**src/pkg/conv_host_pkg.sv**
```systemverilog
// Package of constants and types for the converter host controller.
package conv_host_pkg;

  // ****************************************************************
  // Clock and timing
  // ****************************************************************
  localparam int CLK_PERIOD_NS      = 10;
  localparam int SAMPLE_LOW_NS      = 250;
  localparam int SAMPLE_LOW_CYC     = (SAMPLE_LOW_NS + CLK_PERIOD_NS - 1) / CLK_PERIOD_NS;
  localparam int CONV_TYP_NS        = 600;
  localparam int RDSTART_TYP_NS     = 850;
  localparam int DATA_VALID_NS      = 20;
  localparam int DATA_VALID_CYC     = (DATA_VALID_NS + CLK_PERIOD_NS - 1) / CLK_PERIOD_NS;
  localparam int READ_LOW_NS        = 50;
  localparam int READ_LOW_CYC       = (READ_LOW_NS + CLK_PERIOD_NS - 1) / CLK_PERIOD_NS;
  localparam int TIMEOUT_NS         = 2000;
  localparam int TIMEOUT_CYC        = TIMEOUT_NS / CLK_PERIOD_NS;
  localparam int CNT_W              = 8;

  // ****************************************************************
  // Result and channel layout
  // ****************************************************************
  localparam int RES_W       = 10;
  localparam int UPPER_LSB   = 4;
  localparam int CHAN_W      = 2;
  localparam logic [RES_W-1:0] RES_RESET = 10'h000;
  localparam logic [RES_W-1:0] RES_MAX   = 10'h3ff;

  // ****************************************************************
  // Modes and states
  // ****************************************************************
  typedef enum logic {MODE_SEPARATE, MODE_RDSTART} conv_mode_t;

  typedef enum {ST_IDLE, ST_SAMPLE, ST_WAIT, ST_READ, ST_SETTLE, ST_DONE} host_state_t;

endpackage

```
**src/verilog/pulse_timer.sv**
```systemverilog
// Down-counting interval timer that flags when a loaded count expires.
`timescale 1ns/1ns
`default_nettype none
module pulse_timer
  import conv_host_pkg::*;
(
  // Clock and reset
  input  wire logic             core_clk,
  input  wire logic             sys_rst,
  // Control
  input  wire logic             load,
  input  wire logic [CNT_W-1:0] count,
  // Status
  output logic                  expired
);

  typedef struct packed {
    logic [CNT_W-1:0] cnt;
  } tmr_t;

  tmr_t st_r;
  tmr_t st_nxt;

  always_comb begin
    st_nxt = st_r;
    if (load) begin
      st_nxt.cnt = count;
    end else if (st_r.cnt != '0) begin
      st_nxt.cnt = st_r.cnt - 1'b1;
    end
  end

  always_ff @(posedge core_clk or posedge sys_rst) begin
    if (sys_rst) begin
      st_r <= '0;
    end else begin
      st_r <= st_nxt;
    end
  end

  // Expiry flags whenever the count is zero, including straight after reset, but not while loading.
  assign expired = (st_r.cnt == '0) && !load;

endmodule
`default_nettype wire

```
**src/verilog/conv_host.sv**
```systemverilog
// Host controller that sequences conversions on a two-step flash converter.
`timescale 1ns/1ns
`default_nettype none

// Summary of operation
// - Separate mode: host holds sample strobe low with select low for 26 cycles (260 ns).
// - After completion, host reads result by pulling read low with select low.
// - Channel taken from select lines at sample falling edge, high:low gives 0..3.
// - Read-start mode: host starts conversion pulling the joined strobe low.
module conv_host
  import conv_host_pkg::*;
(
  // Clock and reset
  input  wire logic              core_clk,
  input  wire logic              sys_rst,
  // User command side
  input  wire logic              start,
  input  wire conv_mode_t        mode,
  input  wire logic [CHAN_W-1:0] channel,
  output logic                   busy,
  output logic                   result_valid,
  output logic [RES_W-1:0]       result,
  output logic [CHAN_W-1:0]      result_chan,
  output logic                   timeout,
  // Converter pins
  output logic                   chip_sel_n,
  output logic                   sample_n,
  output logic                   read_n,
  output logic                   chan_sel_lo,
  output logic                   chan_sel_hi,
  input  wire logic              conv_done_n,
  input  wire logic [RES_W-1:0]  result_bus
);

  typedef struct packed {
    host_state_t       state;
    conv_mode_t        mode;
    logic [CNT_W-1:0]  guard;
    logic              busy;
    logic              valid;
    logic [RES_W-1:0]  result;
    logic [CHAN_W-1:0] chan;
    logic              timeout;
    logic              cs_n;
    logic              sh_n;
    logic              rd_n;
  } host_st_t;

  host_st_t st_r;
  host_st_t st_nxt;

  logic             tmr_load;
  logic [CNT_W-1:0] tmr_count;
  logic             tmr_expired;

  pulse_timer u_timer (
    .core_clk (core_clk),
    .sys_rst  (sys_rst),
    .load     (tmr_load),
    .count    (tmr_count),
    .expired  (tmr_expired)
  );

  // ****************************************************************
  // Sequencer
  // ****************************************************************
  always_comb begin
    st_nxt    = st_r;
    tmr_load  = 1'b0;
    tmr_count = '0;
    st_nxt.valid = 1'b0;
    case (st_r.state)
      ST_IDLE: begin
        st_nxt.cs_n = 1'b1;
        st_nxt.sh_n = 1'b1;
        st_nxt.rd_n = 1'b1;
        st_nxt.busy = 1'b0;
        if (start) begin
          // Channel lines move on the strobe edge, so a slow select path needs extra setup
          st_nxt.chan    = channel;
          st_nxt.mode    = mode;
          st_nxt.busy    = 1'b1;
          st_nxt.timeout = 1'b0;
          st_nxt.cs_n    = 1'b0;
          st_nxt.sh_n    = 1'b0;
          st_nxt.rd_n    = (mode == MODE_RDSTART) ? 1'b0 : 1'b1;
          st_nxt.guard   = CNT_W'(TIMEOUT_CYC);
          tmr_load       = 1'b1;
          tmr_count      = CNT_W'(SAMPLE_LOW_CYC);
          st_nxt.state   = (mode == MODE_RDSTART) ? ST_WAIT : ST_SAMPLE;
        end
      end
      ST_SAMPLE: begin
        // Held low at least the minimum sample time
        if (tmr_expired) begin
          st_nxt.sh_n  = 1'b1;
          st_nxt.state = ST_WAIT;
        end
      end
      ST_WAIT: begin
        // The device's own timer runs the fine step; the host waits while counting down its timeout guard.
        st_nxt.guard = st_r.guard - 1'b1;
        if (!conv_done_n) begin
          if (st_r.mode == MODE_RDSTART) begin
            tmr_load     = 1'b1;
            tmr_count    = CNT_W'(DATA_VALID_CYC);
            st_nxt.state = ST_SETTLE;
          end else begin
            st_nxt.rd_n  = 1'b0;
            tmr_load     = 1'b1;
            tmr_count    = CNT_W'(READ_LOW_CYC);
            st_nxt.state = ST_SETTLE;
          end
        end else if (st_r.guard == '0) begin
          st_nxt.timeout = 1'b1;
          st_nxt.state   = ST_DONE;
        end
      end
      ST_SETTLE: begin
        // Old data is on the pins until after completion, so wait before capture
        if (tmr_expired) begin
          st_nxt.result = result_bus;
          st_nxt.valid  = 1'b1;
          st_nxt.state  = ST_DONE;
        end
      end
      ST_DONE: begin
        // Raising read releases completion on the device
        st_nxt.rd_n  = 1'b1;
        st_nxt.sh_n  = 1'b1;
        st_nxt.cs_n  = 1'b1;
        st_nxt.busy  = 1'b0;
        st_nxt.state = ST_IDLE;
      end
      default: begin
        st_nxt.state = ST_IDLE;
      end
    endcase
  end

  always_ff @(posedge core_clk or posedge sys_rst) begin
    if (sys_rst) begin
      st_r <= '{state: ST_IDLE, mode: MODE_SEPARATE, guard: '0, busy: 1'b0,
                valid: 1'b0, result: RES_RESET, chan: '0, timeout: 1'b0,
                cs_n: 1'b1, sh_n: 1'b1, rd_n: 1'b1};
    end else begin
      st_r <= st_nxt;
    end
  end

  // ****************************************************************
  // Outputs
  // ****************************************************************
  assign busy         = st_r.busy;
  assign result_valid = st_r.valid;
  assign result       = st_r.result;
  assign result_chan  = st_r.chan;
  assign timeout      = st_r.timeout;
  assign chip_sel_n   = st_r.cs_n;
  assign sample_n     = st_r.sh_n;
  assign read_n       = st_r.rd_n;
  assign chan_sel_lo  = st_r.chan[0];
  assign chan_sel_hi  = st_r.chan[1];

  // ****************************************************************
  // Checks
  // ****************************************************************
  logic [CNT_W-1:0] low_cnt_r;
  always_ff @(posedge core_clk or posedge sys_rst) begin
    if (sys_rst) begin
      low_cnt_r <= '0;
    end else if (!sample_n) begin
      low_cnt_r <= low_cnt_r + 1'b1;
    end else begin
      low_cnt_r <= '0;
    end
  end

  sample_width_a: assert property (@(posedge core_clk) disable iff (sys_rst)
    $rose(sample_n) && st_r.mode == MODE_SEPARATE |-> $past(low_cnt_r) >= CNT_W'(SAMPLE_LOW_CYC - 1))
    else $error("Sample strobe low too short.");

  select_gates_a: assert property (@(posedge core_clk) disable iff (sys_rst)
    (!sample_n || !read_n) |-> !chip_sel_n)
    else $error("Strobe low without chip select.");

  chan_stable_a: assert property (@(posedge core_clk) disable iff (sys_rst)
    !sample_n |-> $stable({chan_sel_hi, chan_sel_lo}) || $fell(sample_n))
    else $error("Channel lines moved while sampling.");

  read_after_done_a: assert property (@(posedge core_clk) disable iff (sys_rst)
    $fell(read_n) && st_r.mode == MODE_SEPARATE |-> !$past(conv_done_n))
    else $error("Read started before completion.");

  joined_strobe_a: assert property (@(posedge core_clk) disable iff (sys_rst)
    $fell(sample_n) && st_r.mode == MODE_RDSTART |-> !read_n)
    else $error("Joined strobes did not fall together.");

  capture_delay_a: assert property (@(posedge core_clk) disable iff (sys_rst)
    result_valid && st_r.mode == MODE_RDSTART |-> !$past(conv_done_n, 3))
    else $error("Result captured before data settled.");

  read_release_a: assert property (@(posedge core_clk) disable iff (sys_rst)
    result_valid |=> read_n && sample_n && chip_sel_n)
    else $error("Strobes not released after capture.");

  busy_bound_a: assert property (@(posedge core_clk) disable iff (sys_rst)
    $rose(busy) |-> ##[1:230] !busy)
    else $error("Conversion did not finish in time.");

  cover_separate_c: cover property (@(posedge core_clk) disable iff (sys_rst)
    result_valid && st_r.mode == MODE_SEPARATE);
  cover_rdstart_c: cover property (@(posedge core_clk) disable iff (sys_rst)
    result_valid && st_r.mode == MODE_RDSTART);
  cover_timeout_c: cover property (@(posedge core_clk) disable iff (sys_rst) $rose(timeout));
  cover_refused_c: cover property (@(posedge core_clk) disable iff (sys_rst) start && busy);

endmodule
`default_nettype wire

```
**config.mk**
```make
export PLATFORM = sky130hd
export DESIGN_NAME = conv_host
export DESIGN_NICKNAME = d
export VERILOG_FILES = /design/src/pkg/conv_host_pkg.sv /design/src/verilog/pulse_timer.sv /design/src/verilog/conv_host.sv
export SDC_FILE = /design/constraint.sdc
export NUM_CORES = 1
export LEC_CHECK = 0
export CORE_ASPECT_RATIO = 0.7
export CORE_UTILIZATION = 40
export DETAILED_ROUTE_END_ITERATION = 8
export DONT_BUFFER_PORTS = 1
export PLACE_DENSITY_LB_ADDON = 0.08
export SLEW_MARGIN = 20
export SYNTH_ARGS = -nofsm -noshare
export SYNTH_HDL_FRONTEND = slang
export SYNTH_SLANG_ARGS = --single-unit
```
**constraint.sdc**
```tcl
create_clock -name core_clk -period 2.51 [get_ports core_clk]
set_input_delay 0.251 -clock core_clk [delete_from_list [all_inputs] [get_ports core_clk]]
set_output_delay 0.251 -clock core_clk [all_outputs]
set_load 0.02 [all_outputs]
```
# ---- Yosys cells after proc, flatten, opt, wreduce, memory -nomap -nowiden
# Index checks and enable logic that the tools add are counted.
dict set report totals {
  regBits 67
  inputBits 17
}
dict set report op_classes {
  add_sub_neg 2
  eq_ne 12
  n_mux 31
  n_reduce_logical 18
}
# cell count
set op_table {}
lappend op_table {{$mux W32} 4}
lappend op_table {{$pmux W32 S4} 1}
lappend op_table {{$eq A32 B3 Y1 const B} 2}
lappend op_table {{$mux W42} 1}
lappend op_table {{$eq A32 B1 Y1 const B} 1}
lappend op_table {{$eq A32 B2 Y1 const B} 1}
lappend op_table {{$logic_not A32 Y1} 1}
lappend op_table {{$mux W11} 2}
lappend op_table {{$logic_not A8 Y1} 2}
lappend op_table {{$mux W8} 2}
lappend op_table {{$pmux W8 S2} 1}
lappend op_table {{$sub A8 B1 Y8 const B} 2}
lappend op_table {{$ne A2 B2 Y1 const B} 7}
lappend op_table {{$pmux W5 S2} 1}
lappend op_table {{$mux W1} 8}
lappend op_table {{$pmux W1 S2} 4}
lappend op_table {{$reduce_and A2 Y1} 4}
lappend op_table {{$reduce_and A4 Y1} 2}
lappend op_table {{$reduce_bool A8 Y1} 1}
lappend op_table {{$mux W3} 2}
lappend op_table {{$pmux W1 S3} 2}
lappend op_table {{$reduce_bool A2 Y1} 3}
lappend op_table {{$reduce_bool A3 Y1} 2}
lappend op_table {{$mux W5} 1}
lappend op_table {{6 further kinds} 6}

# ---- Logic depth before layout (Yosys ltp)
dict set report depth {
  ltp_word 6
  mapped_depth 6
  mapped_depth_nobuf 6
}

# ---- Cells and area by module
# From an unflattened synthesis, not the netlist that was laid out.
dict set report unflattened {
  cells_unflattened 201
  area_unflattened_um2 2018.2
}
# module n_inst cells_per_inst area_each_um2 seq_area_each_um2
set modules_own_cells {}
lappend modules_own_cells {conv_host 1 147 1522.7 754.5}
lappend modules_own_cells {pulse_timer 1 54 495.5 200.2}

# ---- Worst setup path before layout
# OpenSTA, ideal clock, no wires.
dict set report synth_path {
  path_kind {flip-flop to flip-flop}
  start {reg u_timer.st_r[3] in the netlist's numbering}
  end {reg u_timer.st_r[1] in the netlist's numbering}
  setup_time_ns 0.127
  arrival_time_ns 1.780
  required_time_ns 2.383
  setup_slack_ns 0.602
  path_stages_with_launch 5
  n_path_buf 0
  period_less_slack_ns 1.908
  path_cell_list {dfrtp_1 > or4_4 > or3_4 > nor2_4 > mux2_1}
}
dict set report synth_via {
  elab_chain_len 2
}
# element line
set synth_lines {}
lappend synth_lines {{start, declared} pulse_timer.sv:21} ;# tmr_t st_r;
lappend synth_lines {{start signal, assigned} pulse_timer.sv:37} ;# st_r <= st_nxt;
lappend synth_lines {{$reduce_bool A8 Y1} pulse_timer.sv:28} ;# end else if (st_r.cnt != '0) begin
lappend synth_lines {{$reduce_bool A2 Y1 (no line)} -}
# No other way between the ends.
# A chain may end at the register's enable or synchronous reset.

# ---- Worst setup path in the final report
dict set report layout_path {
  start {reg u_timer.st_r[3] in the netlist's numbering}
  end {reg st_r (netlist bit result[9])}
}
dict set report layout_via {
  elab_chain_len 3
}
# element line
set layout_lines {}
lappend layout_lines {{$logic_not A8 Y1} pulse_timer.sv:42} ;# assign expired = (st_r.cnt == '0) && !load;
lappend layout_lines {{$logic_and A1 B1 Y1} pulse_timer.sv:42}
lappend layout_lines {{$reduce_and A2 Y1 (no line)} -}
lappend layout_lines {{end signal, assigned} conv_host.sv:143} ;# st_r <= '{state: ST_IDLE, mode: MODE_SEPARATE, guard: '0, busy: 1'b0,
lappend layout_lines {{end signal, assigned} conv_host.sv:147} ;# st_r <= st_nxt;
lappend layout_lines {{end, declared} conv_host.sv:49} ;# host_st_t st_r;
# No other way between the ends.

==> qor.csv <==
stage,metric,value,unit
min_path,hold depth,1,
setup_path,CP Capture Type,flop,
clocking,clock buffer depth,2,
place,Final GP Congestion,0.825,
pwr,Leak Pwr,0.876,nW
clocking,worst skew pair latency,0.28,ns
yosys,Main synth FF type,dfrtp_1,
pwr,Tot Pwr,2.34,mW
clocking,TritonCTS clock tree,done,
clocking,H-tree levels,2,
pwr,Max VDD drop,0.494,mV
layout,Ant. Diodes,0,
detailed_routing,DR DRC count,0,
clocking,post-cts sizing count,0,
yosys,syn nets,201,
sta,skew final,0.00444,ns
grt,first-pass GRT wire length,6.37,mm
die,core area,0.00453,mm^2
job,number of max-cap violations,0,
die,Starting Density,43.7,%
pwr,Sw Share,40.8,%
grt,initial antenna violation count,0,
setup_path,crit-path cells,"or4_4, nor2_1, nor4b_4, buf_4, mux2_2",
grt,GR Overflow Total,0,
setup_path,critical path required time,2.67,ns
yosys,"EDFF count, synth",0,
die,chip width,86.1,um
sta,Final Max Tran Viols,0,
setup_path,Worst path max stage delay,0.57,ns
sta,Final Setup Violations,0,
setup_path,WP buf/inv,1,
yosys,sequential fraction of the synthesis area,48.3,%
die,row count,20,
yosys,Syn Inst Count,180,
pwr,Clk pwr share,16.9,%
yosys,Synth async-reset ratio,100,%
grt,pin count of the biggest net entering global routing,21,
layout,share of layout cells above drive strength 1,16.7,%
clocking,clock slew at reported path FFs,0.07,ns
detailed_routing,Via density,5.48,
layout,synthesis-to-finish area growth,3.73,%
status,outcome,finished clean,
setup_path,Crit-path slowest cell,or4_4,
yosys,cell area after synthesis,0.00198,mm^2
sta,RSZ-0062 raised after global routing,false,
place,PortBufs,0,
sta,period utilization,82.4,%
pwr,Power Density,1140,mW/mm^2
sta,min cycle time layout,2.07,ns
sta,fmax,483,MHz
place,DP HPWL,2.91,mm
detailed_routing,TritonRoute pass-1 iters,4,
layout,fin nets,194,
yosys,post-synth cell types,48,
clocking,CTS root buf,clkbuf_8,
yosys,Yosys top cell area share,44.3,%
yosys,Seq cells post-synth,38,
clocking,Inserted Clock Buffers,5,
yosys,Syn. warnings,0,
die,io pins,37,
sta,endpoints failing hold,0,
pwr,Sequential Power Share,51.9,%
clocking,CTS sink cnt,38,
detailed_routing,antenna-violating nets left,0,
min_path,type of the tightest min-delay check,in2reg,
sta,Max-slew headroom,50.9,%
setup_path,CP startpoint kind,flop,
detailed_routing,WL/cell,16.3,um
detailed_routing,Total Wirelength,3.91,mm
setup_path,crit path max fanout,10,
pwr,cell-internal power,1.39,mW
detailed_routing,Iter 0 DRT Violations,73,
sta,Worst-Margin Slew,0.735,ns
die,Die Y,60.8,um
setup_path,crit path DAT,2.23,ns
yosys,synth top area cells,"dfrtp_1 44%, mux2_2 6.3%, buf_4 4.6%",
setup_path,Worst R2R Path Depth,5,
pwr,NetSw,955,uW
die,Die ar.,0.00523,mm^2
grt,number of global-route vias before repair,1296,
setup_path,Setup CP Type,reg2reg,
setup_path,CP top delay family,simple AND/OR/NAND/NOR gates,
grt,gr usage total,16.6,%
pwr,Combinational Power Share,31.2,%
yosys,post-synthesis average cell area,11.0,um^2
detailed_routing,vias,1315,
setup_path,Stages on worst setup path,5,
yosys,Synth area leader,dfrtp_1,
sta,Fin Setup TNS,0,ns
layout,# fillers,424,
## power by group through the flow
stage | clock (mW) | sequential [mW] | combinational (mW)
2_1_floorplan | 0 | 1.06 | 0.792
3_3_place_gp | 0 | 1.22 | 0.707
3_5_place_dp | 0 | 1.23 | 0.728
4_1_cts | 0.413 | 1.22 | 0.737
5_1_grt | 0.446 | 1.26 | 0.823
6_report | 0.395 | 1.22 | 0.731
## metal layers
layer	vias to the layer above	wire, um	global-route usage, %
li1	620	-	-
met1	661	1910	23.1
met2	29	1750	24.4
met3	5	203	5.44
met4	0	44	6.43
met5	-	0	0
## cells in the mapped netlist, types with 4 or more instances
cell type / count
clkbuf_1: 4
ha_1: 4
inv_1: 8
nor3_1: 5
mux2i_1: 4
nor2_1: 10
o21ai_0: 7
nand3_1: 4
buf_4: 12
mux2_2: 11
dfrtp_1: 35
xnor2_1: 5
a21oi_1: 9
nand2_1: 12
## flip-flops by register name, indices dropped and copies added (netlist names), 2 cells and up
| register | count |
|---|---|
| st_r | 12 |
| result | 10 |
| u_timer.st_r | 8 |
| result_chan | 2 |
## cell families (layout without fill, tap and decap cells)
kind of cell,Yosys count,count (layout),share of synthesized area [%]
AO/OA/AOI/OAI,34,34,12.3
XOR/XNOR,7,7,3.10
adder cells (fa/ha/maj),4,4,2.53
buffers and inverters,26,20,7.65
flip-flops,38,38,48.3
multiplexers,18,18,9.99
AND/OR/NAND/NOR,53,53,16.1
## area by class of cell
type | count | area [um^2] | share of cell area, %
Clock buffer | 8 | 80.1 | 3.90
Inverter | 8 | 30.0 | 1.46
Multi-Input combinational cell | 116 | 872 | 42.5
Sequential cell | 38 | 955 | 46.5
Tap cell | 66 | 82.6 | 4.02
Timing Repair Buffer | 4 | 32.5 | 1.59
## path summary, 6_finish.rpt
check | start | to | slack (ns)
max | u_timer.st_r[3] | result[9] | 0.44
min | result_bus[8] | result[8] | 0.11
max reg2reg | u_timer.st_r[3] | result[9] | 0.44
min reg2reg | st_r[24] | st_r[24] | 0.49
max in group asynchronous | sys_rst | result[9] | 1.23
min in group asynchronous | sys_rst | st_r[24] | 0.54
## layout by cell type (no fill, tap or decap), types with 2 or more instances in the layout
cell	n
nand2_1	12
o211ai_1	2
nand3_1	4
a21oi_1	9
nor3_1	5
clkbuf_1	3
inv_1	8
dfrtp_1	35
xnor2_1	5
mux2_2	11
mux2i_1	4
ha_1	4
o31ai_1	3
dfstp_2	3
xor2_1	2
mux2_1	3
clkbuf_8	5
o21a_1	3
nand2b_1	3
nor4_1	3
nor2_1	10
o21ai_0	7
or4_1	3
buf_4	3
## repair_timing
action / CTS / global route
hold buffers: 1 / 0
hold endpoints to repair: 2 / 0
buffers inserted: 0 / 0
## stage by stage
stage | util (%) | instances | worst slack (ns) | cell area [um^2] | hold WS [ns]
after floorplan | - | 180 | 0.602 | 1980 | 0.386
after CTS | 45.3 | 240 | 0.430 | 2050 | 0.102
after global routing | 45.3 | 240 | 0.335 | 2050 | 0.0924
after global placement | 43.3 | 231 | 0.525 | 1960 | 0.293
final | 45.3 | 240 | 0.441 | 2050 | 0.108
after detailed placement | 43.3 | 231 | 0.478 | 1960 | 0.309
No activity file was read; power rests on OpenSTA's default activity.
